[src/elc_pkg.sv]
// Package: register map, field masks and reset values of the line controller
package elc_pkg;
  localparam int          ELC_LINES   = 28;
  localparam logic [31:0] ELC_BASE    = 32'h4001_0400;
  localparam logic [11:0] ELC_WIN_MSK = 12'hfff;
  localparam logic [4:0]  OFS_IRQ_MASK  = 5'h00;
  localparam logic [4:0]  OFS_WAKE_MASK = 5'h04;
  localparam logic [4:0]  OFS_RISE_SEL  = 5'h08;
  localparam logic [4:0]  OFS_FALL_SEL  = 5'h0c;
  localparam logic [4:0]  OFS_SW_TRIG   = 5'h10;
  localparam logic [4:0]  OFS_PENDING   = 5'h14;
  localparam logic [27:0] RST_IRQ_MASK  = 28'hf94_0000;
  localparam logic [27:0] RST_ZERO      = 28'h000_0000;
  // Lines 0-17, 19 and 21 have edge selects, software trigger and pending
  localparam logic [27:0] TRIG_LINES    = 28'h02b_ffff;
  localparam logic [31:0] RD_ZERO       = 32'h0000_0000;
endpackage

[src/elc_sync.sv]
// Two-flop synchroniser for the line inputs
`timescale 1ns/10ps
`default_nettype none
module elc_sync (
  input  wire logic        i_mclk,  // bus clock
  input  wire logic        i_rst_n, // sync reset, active low
  input  wire logic [27:0] i_async, // raw lines
  output logic      [27:0] o_sync   // synchronised lines
);
  logic [27:0] meta;

  always_ff @(posedge i_mclk) begin
    if (!i_rst_n) begin
      meta   <= 28'h000_0000;
      o_sync <= 28'h000_0000;
    end else begin
      meta   <= i_async;
      o_sync <= meta;
    end
  end
endmodule
`default_nettype wire

[src/elc_top.sv]
// External line edge interrupt and event controller with APB slave
`timescale 1ns/10ps
`default_nettype none
module elc_top (
  input  wire logic        i_mclk,    // bus clock, 100 MHz
  input  wire logic        i_rst_n,   // sync reset, active low
  input  wire logic        i_psel,    // APB select
  input  wire logic        i_penable, // APB enable
  input  wire logic        i_pwrite,  // APB direction
  input  wire logic [31:0] i_paddr,   // APB byte address
  input  wire logic [31:0] i_pwdata,  // APB write data
  output logic      [31:0] o_prdata,  // APB read data
  output logic             o_pready,  // APB ready
  output logic             o_pslverr, // APB error
  input  wire logic [27:0] i_line,    // trigger lines from sources
  output logic      [27:0] o_irq,     // interrupt request per line
  output logic      [27:0] o_event    // one-cycle event pulse per line
);

  // ****************************************************************
  // Register storage
  // ****************************************************************
  logic [27:0] line_irq_mask;
  logic [27:0] line_wake_signal_mask;
  logic [27:0] rising_edge_select;
  logic [27:0] falling_edge_select;
  logic [27:0] software_trigger;
  logic [27:0] line_pending_flags;

  logic [27:0] line_sync;
  logic [27:0] line_prev;
  logic [27:0] rise_hit;
  logic [27:0] fall_hit;
  logic [27:0] sw_hit;
  logic [27:0] next_trigger;

  // ****************************************************************
  // APB decode
  // ****************************************************************
  logic        acc;
  logic        wr;
  logic        hit;
  logic [4:0]  ofs;

  function automatic logic is_reg(input logic [4:0] o);
    is_reg = (o == elc_pkg::OFS_IRQ_MASK) || (o == elc_pkg::OFS_WAKE_MASK)
          || (o == elc_pkg::OFS_RISE_SEL) || (o == elc_pkg::OFS_FALL_SEL)
          || (o == elc_pkg::OFS_SW_TRIG)  || (o == elc_pkg::OFS_PENDING);
  endfunction

  always_comb begin
    acc = i_psel && i_penable;
    ofs = i_paddr[4:0];
    // Upper address bits belong to the interconnect; only the window counts
    hit = is_reg(ofs) && (i_paddr[11:5] == 7'h00);
    wr  = acc && i_pwrite && hit;
  end

  // Zero wait states; unmapped offsets answer with an error
  assign o_pready  = 1'b1;
  assign o_pslverr = acc && !hit;

  // ****************************************************************
  // Write strobes
  // ****************************************************************
  // One decode per register keeps every write path on the same terms
  logic        wr_irq_mask;
  logic        wr_wake_mask;
  logic        wr_rise_sel;
  logic        wr_fall_sel;
  logic        wr_sw_trig;
  logic        wr_pending;

  function automatic logic wr_to(input logic       w,
                                 input logic [4:0] o,
                                 input logic [4:0] t);
    wr_to = w && (o == t);
  endfunction

  always_comb begin
    wr_irq_mask  = wr_to(wr, ofs, elc_pkg::OFS_IRQ_MASK);
    wr_wake_mask = wr_to(wr, ofs, elc_pkg::OFS_WAKE_MASK);
    wr_rise_sel  = wr_to(wr, ofs, elc_pkg::OFS_RISE_SEL);
    wr_fall_sel  = wr_to(wr, ofs, elc_pkg::OFS_FALL_SEL);
    wr_sw_trig   = wr_to(wr, ofs, elc_pkg::OFS_SW_TRIG);
    wr_pending   = wr_to(wr, ofs, elc_pkg::OFS_PENDING);
  end

  // ****************************************************************
  // Control registers
  // ****************************************************************
  always_ff @(posedge i_mclk) begin
    if (!i_rst_n) begin
      line_irq_mask <= elc_pkg::RST_IRQ_MASK;
    end else if (wr_irq_mask) begin
      line_irq_mask <= i_pwdata[27:0];
    end
  end

  always_ff @(posedge i_mclk) begin
    if (!i_rst_n) begin
      line_wake_signal_mask <= elc_pkg::RST_ZERO;
    end else if (wr_wake_mask) begin
      line_wake_signal_mask <= i_pwdata[27:0];
    end
  end

  always_ff @(posedge i_mclk) begin
    if (!i_rst_n) begin
      rising_edge_select <= elc_pkg::RST_ZERO;
    end else if (wr_rise_sel) begin
      rising_edge_select <= i_pwdata[27:0] & elc_pkg::TRIG_LINES;
    end
  end

  always_ff @(posedge i_mclk) begin
    if (!i_rst_n) begin
      falling_edge_select <= elc_pkg::RST_ZERO;
    end else if (wr_fall_sel) begin
      falling_edge_select <= i_pwdata[27:0] & elc_pkg::TRIG_LINES;
    end
  end

  always_ff @(posedge i_mclk) begin
    if (!i_rst_n) begin
      software_trigger <= elc_pkg::RST_ZERO;
    end else if (wr_sw_trig) begin
      software_trigger <= i_pwdata[27:0] & elc_pkg::TRIG_LINES;
    end
  end

  // ****************************************************************
  // Line sampling and edge detection
  // ****************************************************************
  elc_sync u_sync (
    .i_mclk  (i_mclk),
    .i_rst_n (i_rst_n),
    .i_async (i_line),
    .o_sync  (line_sync)
  );

  always_ff @(posedge i_mclk) begin
    if (!i_rst_n) begin
      line_prev <= elc_pkg::RST_ZERO;
    end else begin
      line_prev <= line_sync;
    end
  end

  always_comb begin
    rise_hit = line_sync & ~line_prev & rising_edge_select;
    fall_hit = ~line_sync & line_prev & falling_edge_select;
    // Software trigger fires on a write of one to a bit that holds zero, like an edge
    sw_hit   = wr_sw_trig
             ? (i_pwdata[27:0] & elc_pkg::TRIG_LINES & ~software_trigger)
             : elc_pkg::RST_ZERO;
    next_trigger = rise_hit | fall_hit | sw_hit;
  end

  // ****************************************************************
  // Pending flags
  // ****************************************************************
  // Pending is cleared at reset here although software must not rely on it
  always_ff @(posedge i_mclk) begin
    if (!i_rst_n) begin
      line_pending_flags <= elc_pkg::RST_ZERO;
    end else if (wr_pending) begin
      // Set wins over clear in the same cycle; zeros leave bits alone
      line_pending_flags <= (line_pending_flags & ~i_pwdata[27:0])
                          | next_trigger;
    end else begin
      line_pending_flags <= line_pending_flags | next_trigger;
    end
  end

  // ****************************************************************
  // Outputs
  // ****************************************************************
  always_ff @(posedge i_mclk) begin
    if (!i_rst_n) begin
      o_event <= elc_pkg::RST_ZERO;
    end else begin
      o_event <= next_trigger & line_wake_signal_mask;
    end
  end

  assign o_irq = line_pending_flags & line_irq_mask;

  always_ff @(posedge i_mclk) begin
    if (!i_rst_n) begin
      o_prdata <= elc_pkg::RD_ZERO;
    end else if (i_psel && !i_penable && !i_pwrite) begin
      unique case (i_paddr[4:0])
        elc_pkg::OFS_IRQ_MASK:  o_prdata <= {4'h0, line_irq_mask};
        elc_pkg::OFS_WAKE_MASK: o_prdata <= {4'h0, line_wake_signal_mask};
        elc_pkg::OFS_RISE_SEL:  o_prdata <= {4'h0, rising_edge_select};
        elc_pkg::OFS_FALL_SEL:  o_prdata <= {4'h0, falling_edge_select};
        elc_pkg::OFS_SW_TRIG:   o_prdata <= {4'h0, software_trigger};
        elc_pkg::OFS_PENDING:   o_prdata <= {4'h0, line_pending_flags};
        default:                o_prdata <= elc_pkg::RD_ZERO;
      endcase
    end
  end

  // ****************************************************************
  // Checks
  // ****************************************************************
  // Line 0 stands for every line; the trigger logic is purely bitwise
  irq_gate_a: assert property (@(posedge i_mclk) disable iff (!i_rst_n)
    (next_trigger[0] && line_irq_mask[0] && !wr_irq_mask) |=> o_irq[0])
    else $error("masked trigger raised no irq");

  mask_reset_a: assert property (@(posedge i_mclk)
    !i_rst_n |=> line_irq_mask == 28'hf94_0000)
    else $error("irq mask reset value wrong");

  rise_set_a: assert property (@(posedge i_mclk) disable iff (!i_rst_n)
    (line_sync[0] && !line_prev[0] && rising_edge_select[0])
      |=> line_pending_flags[0])
    else $error("rising edge did not set pending");

  fall_set_a: assert property (@(posedge i_mclk) disable iff (!i_rst_n)
    (!line_sync[0] && line_prev[0] && falling_edge_select[0])
      |=> line_pending_flags[0])
    else $error("falling edge did not set pending");

  no_sel_a: assert property (@(posedge i_mclk) disable iff (!i_rst_n)
    (rising_edge_select[1] == 1'b0 && falling_edge_select[1] == 1'b0
      && !sw_hit[1] && !line_pending_flags[1]) |=> !line_pending_flags[1])
    else $error("unselected line became pending");

  clear_a: assert property (@(posedge i_mclk) disable iff (!i_rst_n)
    (wr && ofs == elc_pkg::OFS_PENDING && i_pwdata[2] && !next_trigger[2])
      |=> !line_pending_flags[2])
    else $error("write one did not clear pending");

  sw_trig_a: assert property (@(posedge i_mclk) disable iff (!i_rst_n)
    (wr && ofs == elc_pkg::OFS_SW_TRIG && i_pwdata[3] && !software_trigger[3])
      |=> line_pending_flags[3])
    else $error("software trigger did not set pending");

  event_pulse_a: assert property (
    @(posedge i_mclk) disable iff (!i_rst_n)
    o_event[0] |-> $past(next_trigger[0]) && $past(line_wake_signal_mask[0]))
    else $error("event without masked trigger");

  event_mask_a: assert property (
    @(posedge i_mclk) disable iff (!i_rst_n)
    (next_trigger[0] && line_wake_signal_mask[0]) |=> o_event[0])
    else $error("masked event missing");

  sync_pipe_a: assert property (
    @(posedge i_mclk) disable iff (!i_rst_n)
    ($past(i_rst_n) && $past(i_rst_n, 2)) |-> line_sync == $past(i_line, 2))
    else $error("line synchroniser not two stages");

  both_edge_a: assert property (
    @(posedge i_mclk) disable iff (!i_rst_n)
    (line_sync[0] != line_prev[0] && rising_edge_select[0]
      && falling_edge_select[0]) |=> line_pending_flags[0])
    else $error("both-edge line missed an edge");

  event_one_a: assert property (
    @(posedge i_mclk) disable iff (!i_rst_n)
    (o_event[0] && !next_trigger[0]) |=> !o_event[0])
    else $error("event pulse longer than one cycle");

  event_off_a: assert property (
    @(posedge i_mclk) disable iff (!i_rst_n)
    !line_wake_signal_mask[0] |=> !o_event[0])
    else $error("event while event mask clear");

  reserved_zero_a: assert property (
    @(posedge i_mclk) disable iff (!i_rst_n)
    ((rising_edge_select | falling_edge_select | software_trigger
      | line_pending_flags) & ~elc_pkg::TRIG_LINES) == elc_pkg::RST_ZERO)
    else $error("line without trigger logic holds state");

  pending_hold_a: assert property (
    @(posedge i_mclk) disable iff (!i_rst_n)
    (line_pending_flags[0] && !(wr_pending && i_pwdata[0]))
      |=> line_pending_flags[0])
    else $error("pending flag lost without a write of one");

  wake_reset_a: assert property (
    @(posedge i_mclk)
    !i_rst_n |=> (line_wake_signal_mask == elc_pkg::RST_ZERO
      && o_event == elc_pkg::RST_ZERO))
    else $error("event mask or event not cleared by reset");

endmodule
`default_nettype wire

[config.mk]
export PLATFORM = sky130hd
export DESIGN_NAME = elc_top
export DESIGN_NICKNAME = d
export VERILOG_FILES = /design/src/elc_pkg.sv /design/src/elc_sync.sv /design/src/elc_top.sv
export SDC_FILE = /design/constraint.sdc
export NUM_CORES = 1
export LEC_CHECK = 0
export BUFFER_PORTS_ARGS = -buffer_cell sky130_fd_sc_hd__buf_2
export CELL_PAD_IN_SITES_DETAIL_PLACEMENT = 0
export CELL_PAD_IN_SITES_GLOBAL_PLACEMENT = 2
export CORE_ASPECT_RATIO = 0.9
export CORE_MARGIN = 10
export CORE_UTILIZATION = 34
export DETAILED_ROUTE_END_ITERATION = 8
export PLACE_DENSITY = 0.81
export SLEW_MARGIN = 15
export SYNTH_ARGS = -nofsm -noshare
export SYNTH_HDL_FRONTEND = slang
export SYNTH_SLANG_ARGS = --single-unit
export TNS_END_PERCENT = 10
[constraint.sdc]
create_clock -name i_mclk -period 2.5 [get_ports i_mclk]
set_input_delay 0.375 -clock i_mclk [delete_from_list [all_inputs] [get_ports i_mclk]]
set_output_delay 0.375 -clock i_mclk [all_outputs]
set_load 0.01 [all_outputs]
# Yosys cells after proc, flatten, opt, wreduce, memory -nomap -nowiden
# Index checks and enable logic that the tools add are counted.
# Widths: inputs -> output; s select.
dict set report op_classes {
  n_eq_ne 5
  mux 3
  bitwise 16
  reduce_logical 23
}
# op n
set ops {}
lappend ops {{$pmux 28 s6} 1}
lappend ops {{$and 28x28->28} 5}
lappend ops {{$or 28x28->28} 4}
lappend ops {{$not 28->28} 3}
lappend ops {{$and 28x22->28} 2}
lappend ops {{$mux 28} 2}
lappend ops {{$and 22x28->28} 1}
lappend ops {{$not 22->28} 1}
lappend ops {{$logic_and 1x1->1} 13}
lappend ops {{$eq 5x4->1 const B} 2}
lappend ops {{$eq 5x5->1 const B} 2}
lappend ops {{$logic_not 7->1} 1}
lappend ops {{$eq 5x3->1 const B} 1}
lappend ops {{$logic_not 5->1} 1}
lappend ops {{$logic_or 1x1->1} 5}
lappend ops {{$logic_not 1->1} 3}
dict set report word_totals {
  regBits 288
  output_inout_bits 90
}

# Longest topological paths before layout
# Gate-level depths: netlist of run 1.
dict set report logic_depth {
  ltp_word 13
  depth_mapped 8
  ltp_nobuf 4
}

# Hierarchy
# Synthesis of run 1 repeated with hierarchy kept, for this count alone.
dict set report unflattened {
  cells_unflattened 1172
  hier_area_um2 10991.8
}
# module instances cells_each area_each_um2 seq_area_each_um2
set by_module_without_submodules {}
lappend by_module_without_submodules {elc_top 1 1054 9459.1 4244.1}
lappend by_module_without_submodules {elc_sync 1 118 1532.7 1121.1}

# Least setup slack after synthesis of run 1
# Ideal clock, no wire load.
dict set report synth_timing {
  kind {input to register}
  from {input i_paddr[7]}
  to {register line_irq_mask[25]}
  setup_ns 0.137
  t_arrival_ns 2.026
  required_ns 2.363
  path_slack_ns 0.337
  cell_stages 7
  cell_sequence {or4_1 -> buf_2 -> or4_4 -> buf_6 -> buf_6 -> o21ai_1 -> nand3_1}
}
dict set report synth_between {
  elab_chain_len 4
}
# element line_no
set synth_rtl {}
lappend synth_rtl {{start: declaration} elc_top.sv:10} ;# input wire logic [31:0] i_paddr,
lappend synth_rtl {{$logic_not 7->1} elc_top.sv:55} ;# hit = is_reg(ofs) && (i_paddr[11:5] == 7'h00);
lappend synth_rtl {{$logic_and 1x1->1} elc_top.sv:55}
lappend synth_rtl {{$logic_and 1x1->1} elc_top.sv:56} ;# wr = acc && i_pwrite && hit;
lappend synth_rtl {{$logic_and 1x1->1} elc_top.sv:77} ;# wr_to = w && (o == t);
lappend synth_rtl {{end signal: assignment} elc_top.sv:94} ;# line_irq_mask <= elc_pkg::RST_IRQ_MASK;
lappend synth_rtl {{end signal: assignment} elc_top.sv:96} ;# line_irq_mask <= i_pwdata[27:0];
lappend synth_rtl {{end: declaration} elc_top.sv:23} ;# logic [27:0] line_irq_mask;
# Every way passes these cells.
# A chain may end at the register's enable or synchronous reset.

# Worst setup path in the final report of run 1
dict set report layout_timing {
  from {input i_paddr[7]}
  to {output o_pslverr}
}
dict set report layout_between {
  elab_chain_len 4
}
# element line_no
set layout_rtl {}
lappend layout_rtl {{$logic_not 7->1} elc_top.sv:55}
lappend layout_rtl {{$logic_and 1x1->1} elc_top.sv:55}
lappend layout_rtl {{$logic_not 1->1} elc_top.sv:61} ;# assign o_pslverr = acc && !hit;
lappend layout_rtl {{$logic_and 1x1->1} elc_top.sv:61}
lappend layout_rtl {{end: declaration} elc_top.sv:14} ;# output logic o_pslverr,
# Every way passes these cells.

==> results of run 1 <==
==> where the power goes <==
group          internal [mW]  switching [mW]
clock                   2.35            1.63
combinational          0.131           0.289
sequential              4.07          0.0235
==> critical path, cell delays in order <==
cell	delay (ns)
buf_2	0.09
or4_1	0.67
buf_4	0.21
o311a_1	0.30
buf_2	0.15
==> per-stage QoR <==
| stage | area, sq um | total power, mW | hold slack [ns] |
|---|---|---|---|
| after floorplan | 10450 | 4.401 | 0.4057 |
| after global placement | 11620 | 4.604 | 0.4190 |
| after detailed placement | 11620 | 4.605 | 0.4177 |
| after CTS | 12500 | 8.609 | 0.008056 |
| after global routing | 12500 | 8.795 | 0.02318 |
| final | 12500 | 8.497 | 0.03482 |
==> routing by layer <==
| metal | vias up | wire, um |
|---|---|---|
| li1 | 4405 | - |
| met1 | 4413 | 14760 |
| met2 | 213 | 16600 |
| met3 | 41 | 1630 |
| met4 | 4 | 634 |
| met5 | - | 27 |
==> kinds of logic after synthesis <==
logic type      after synthesis  synth area share, %
compound gates              392                23.13
buf+inv                     145                6.465
simple gates                333                18.04
mux                          40                3.845
other cells                   2              0.07212
flops                       252                48.45
==> worst min-delay path by stage <==
stage	startpoint	end	slack (ns)	cells after the start
4_1_cts	i_pwdata[24]	line_pending_flags[24]	0.008	2
2_1_floorplan	u_sync.meta[2]	u_sync.o_sync[2]	0.41	1
3_5_place_dp	u_sync.meta[11]	u_sync.o_sync[11]	0.42	1
5_1_grt	i_pwdata[24]	line_pending_flags[24]	0.02	2
6_report	i_pwdata[24]	line_pending_flags[24]	0.03	2
3_3_place_gp	u_sync.meta[11]	u_sync.o_sync[11]	0.42	1
==> sequential cells by signal (all words and copies together) (netlist names), 28 cells and up <==
| register | cells |
|---|---|
| line_irq_mask | 28 |
| line_wake_signal_mask | 28 |
| o_prdata | 28 |
| line_pending_flags | 28 |
==> final cells by class <==
type	count	share of cell area [%]
multi-input combinational	778	38.10
tap	403	4.032
sequential	252	40.34
antenna	2	0.04002
clock buffer	36	6.154
timing repair buffer	186	9.786
clock inverter	11	0.8705
inverter	22	0.6704
==> placed cells by master, fill, tap and decap left out, types with 27 or more instances in the layout <==
cell type  count
a21oi_1      137
and2_1        90
buf_2        139
buf_4         33
clkbuf_16     27
dfxtp_1      252
mux2i_1       40
nand2_1       70
nand3_1       65
nand4_1       42
o21ai_0       56
o21ai_1       40
o31ai_1       40
==> summary.md, run 1 <==
| Metric | Value |
|---|---|
| Setup-failing EPs final | 0 |
| CTS max path bufs | 3 |
| Fmax | 461.2 MHz |
| Post-place setup slack | 0.02704 ns |
| GPL Wtd Cong | 0.7694 |
| Die area | 38030 sq um |
| M1 GR Usage | 21.78% |
| Share of cells above drive strength 1 | 20.08% |
| Final Util | 41.64% |
| CTS resizes | 0 |
| Count of flip-flops with a built-in enable after synthesis | 0 |
| Via count | 9076 |
| Synthesis Warnings | 0 |
| Synthesized area per cell | 8.945 sq um |
| Via-to-Cell Ratio | 5.370 |
| ANT nets after route | 0 |
| Syn Inst Count | 1164 |
| # hold bufs at CTS | 0 |
| R2R setup slack | 1.28 ns |
| GR Overflow Total | 0 |
| Total CTS buffers | 27 |
| Antenna violations before repair | 3 |
| Reg-to-reg startpoint | line_wake_signal_mask[3] |
| Arr. time, crit path | 1.79 ns |
| Synthesized cell area | 10410 sq um |
| First-pass GRT wire length | 52050 um |
| Register area | 5045 sq um |
| Synth top area cells | dfxtp_1, a21oi_1, and2_1, mux2i_1, nand3_1 |
| Most frequent cell after synthesis | dfxtp_1 |
| GR met2 Demand/Resource | 29.78% |
| Peak supply drop | 478.8 uV |
| Largest area contributor in the netlist | dfxtp_1 |
| Power per cell area | 679.6 nW/um^2 |
| Global route hottest layer | met2 |
| Minimum clock period | 2.168 ns |
| Clk slew on worst S/H paths | 0.06 ns |
| Register area share after synthesis | 48.45% |
| FILL cells | 3037 |
| I/O pin cnt | 187 |
| Status | completed |
| Total negative slack | 0 ns |
| Synth top area share | 48.45% |
| Post-synth top cells | dfxtp_1, a21oi_1, and2_1 |
| Critical Path Sink | o_pslverr |
| Drt wl/cell | 19.91 um |
| Final worst slack | 0.3317 ns |
| Area grow syn2layout | 20.09% |
| P_leak | 4.691 nW |
| Final net count | 1364 |
| Setup Crit Path Kind | input pin to output port |
| Primary FF master, synth | dfxtp_1 |
| Yosys cell types | 40 |
| Core Area | 30030 sq um |
| PortBufs | 141 |
| Starting DRC count in detailed routing | 572 |
| Cells on worst reg2reg path | 4 |
| Final Hold Violating Endpoints | 0 |
| Class of the worst hold path | input pin to flop |
| Clk sinks | 252 |
| #FFs+latches synth | 252 |
| Max Cap Violations | 0 |
| CTS tree | yes |
| RSZ-0062 raised after global routing | false |
| Initial Utilization | 34.67% |
| Total global-route track usage | 17.18% |
| WL final | 33650 um |
| R2r endpoint | o_prdata[3] |
| Clock Skew | 0.006211 ns |
| Critical path fanouts, max | 6 |
| Area of the multi-input gates | 4765 sq um |
| Inst Count DP | 1641 |
| Die height | 186.0 um |
| Asr flop ratio synth | 0% |
| Final std cells w/o fill | 1690 |
| Slew Limit Fails | 0 |
| CTS root buffer | clkbuf_16 |
| Width of the die | 204.5 um |
| Slew margin rel. | 56.94% |
| Vias in the first global route | 8822 |
| Final HPWL DP | 21370 um |
| Setup Buffers After CTS | 0 |
| Skew-Pair Late Insertion Delay | 0.54 ns |
| Critical path startpoint | i_paddr[7] |
| Core Rows | 60 |
| Worst slew pin tran | 0.6436 ns |
| CP Capture Type | output port |
| Htree depth | 1 |
| Setup crit start kind | input pin |
| Drt pass-1 iters | 6 |
| Final Cycle Share | 86.73% |
| Required @ worst endpoint | 2.12 ns |
| Met3 track utilization from global routing | 2.885% |
| Maximum number of pins on one net before global-route repair | 110 |
| DRC | 0 |
No activity file was read; power rests on OpenSTA's default activity.
==> run 2: changes to the inputs <==
Settings changed: REMOVE_ABC_BUFFERS set to 1.
Clock period 2.5 ns to 2.1 ns, I/O delays scaled along.
==> summary.md, run 2 (synthesized netlist as in run 1, its figures left out) <==
| Metric | Value |
|---|---|
| Switch share | 22.90% |
| Worst Hold End | software_trigger[3] |
| First-pass GRT wire length | 52460 um |
| Class of the worst hold path | input pin to flop |
| Crit-path slowest cell | or4_4 |
| Final Hold Violating Endpoints | 0 |
| Most frequent cells in the layout | dfxtp_1, buf_2, a21oi_1 |
| Antenna violations before repair | 1 |
| Drt wl/cell | 19.34 um |
| Required @ worst endpoint | 1.78 ns |
| Setup Buffers After CTS | 0 |
| Status | completed |
| RSZ-0062 raised after global routing | false |
| CTS tree | yes |
| Cells on worst reg2reg path | 4 |
| Via-to-Cell Ratio | 5.280 |
| Hold slack | 0.09100 ns |
| Die area | 38030 sq um |
| Initial Utilization | 34.67% |
| Most common cell after layout, fill and taps aside | dfxtp_1 |
| WL final | 33680 um |
| Post-DP Area | 11770 sq um |
| Skew-Pair Late Insertion Delay | 0.54 ns |
| Critical path fanouts, max | 6 |
| Fmax | 497.4 MHz |
| Power per cell area | 782.7 nW/um^2 |
| CP Capture Type | output port |
| Hold Startpoint | i_pwdata[3] |
| Final net count | 1414 |
| CP peak stage delay | 0.56 ns |
| Total negative slack | 0 ns |
| Maximum number of pins on one net before global-route repair | 110 |
| Core Area | 30030 sq um |
| Reg-to-reg startpoint | line_irq_mask[0] |
| Slew margin rel. | 52.55% |
| Vias in the first global route | 8947 |
| Sequential share of power | 48.1% |
| PortBufs | 141 |
| Clk pwr share | 46.4% |
| Max Cap Violations | 0 |
| Overall power | 10.13 mW |
| Final instance area | 12940 sq um |
| Core Rows | 60 |
| Clk slew on worst S/H paths | 0.06 ns |
| Setup crit start kind | input pin |
| CTS max path bufs | 3 |
| GPL Wtd Cong | 0.7698 |
| Clock Skew | 0.01406 ns |
| Final Cycle Share | 95.75% |
| DRC | 0 |
| Most common cell on crit path | buf_2 |
| Clk sinks | 252 |
| Worst slew pin tran | 0.7091 ns |
| P_int | 7.808 mW |
| GR Overflow Total | 0 |
| Total global-route track usage | 17.07% |
| Total CTS buffers | 28 |
| P_leak | 4.907 nW |
| ANT nets after route | 0 |
| Drt pass-1 iters | 5 |
| Htree depth | 1 |
| Peak supply drop | 503.6 uV |
| CTS root buffer | clkbuf_16 |
| Setup-failing EPs final | 0 |
| Share of cells above drive strength 1 | 21.02% |
| Via count | 9193 |
| I/O pin cnt | 187 |
| R2R setup slack | 0.90 ns |
| Die height | 186.0 um |
| Switching pwr | 2.319 mW |
| R2r endpoint | o_prdata[0] |
| Width of the die | 204.5 um |
| Starting DRC count in detailed routing | 566 |
| CP Cell Sequence | buf_2 > or4_4 > buf_4 > o311a_1 > buf_2 |
| WHS Path Cells | 3 |
| Slew Limit Fails | 0 |
| Minimum clock period | 2.011 ns |
| Setup Crit Path Kind | input pin to output port |
| Area grow syn2layout | 24.25% |
| Final HPWL DP | 21530 um |
| Arr. time, crit path | 1.70 ns |
| Combinational power share | 5.5% |
run 2: cell types whose count changed in the layout (fill, tap and decap cells not counted), sizes merged:
cell and change:
buf +21, bufinv -2, clkbuf +10, clkinv -5
diode -1, dlygate4sd3 +28
run 2: area by class of cell:
cell class | count | area [sq um]
multi-input combinational | 778 | 4773
tap | 403 | 504.2
fill | 3044 | 17090
antenna | 1 | 2.502
clock buffer | 46 | 859.6
timing repair buffer | 235 | 1649
clock inverter | 4 | 20.02
sequential | 252 | 5045
inverter | 22 | 83.83
run 2: power groups by stage:
stage	Clock, mW	Sequential [mW]	Combinational [mW]
after global routing	5.01	4.88	0.602
final	4.70	4.87	0.556
after floorplan	0	4.98	0.159
after global placement	0	4.98	0.513
after CTS	4.82	4.87	0.556
after detailed placement	0	4.98	0.514
run 2: worst max-delay path by stage:
stage | startpoint | cells after the start | end
6_report | i_paddr[7] | 5 | o_pslverr
5_1_grt | i_paddr[7] | 5 | o_pslverr
3_3_place_gp | i_paddr[7] | 8 | o_event[1]
4_1_cts | i_paddr[7] | 5 | o_pslverr
3_5_place_dp | i_paddr[7] | 8 | o_event[11]
2_1_floorplan | i_paddr[3] | 4 | line_irq_mask[0]
run 2: critical path, delay by kind of cell:
kind                   cells  cell delay [ns]
AO/OA/AOI/OAI              1             0.35
AND/OR/NAND/NOR            1             0.56
buffers and inverters      3             0.47
run 2: per-layer routing:
metal | share of wire [%] | wire [um] | vias up | track usage [%]
met5 | 0 | 0 | - | 0
met4 | 1.7 | 576 | 0 | 3.492
met3 | 5.0 | 1697 | 37 | 3.059
met2 | 47 | 15870 | 226 | 28.25
met1 | 46 | 15530 | 4435 | 22.76
li1 | - | - | 4495 | -
run 2: through the flow:
step                setup WS, ns  instances  util, %
finish                   0.08935       1741    43.08
CTS                      0.01713       1740    43.06
global placement         -0.2120       1662    39.20
detailed placement       -0.2161       1662    39.20
floorplan                 -3.522       1052        -
global route             0.05990       1740    43.08
run 2: timing repair:
action                                  in CTS  in global routing
endpoints found under the setup margin       0                  1
endpoints found under the hold margin       28                  0
resized for setup                            0                  1
hold buffers                                28                  0
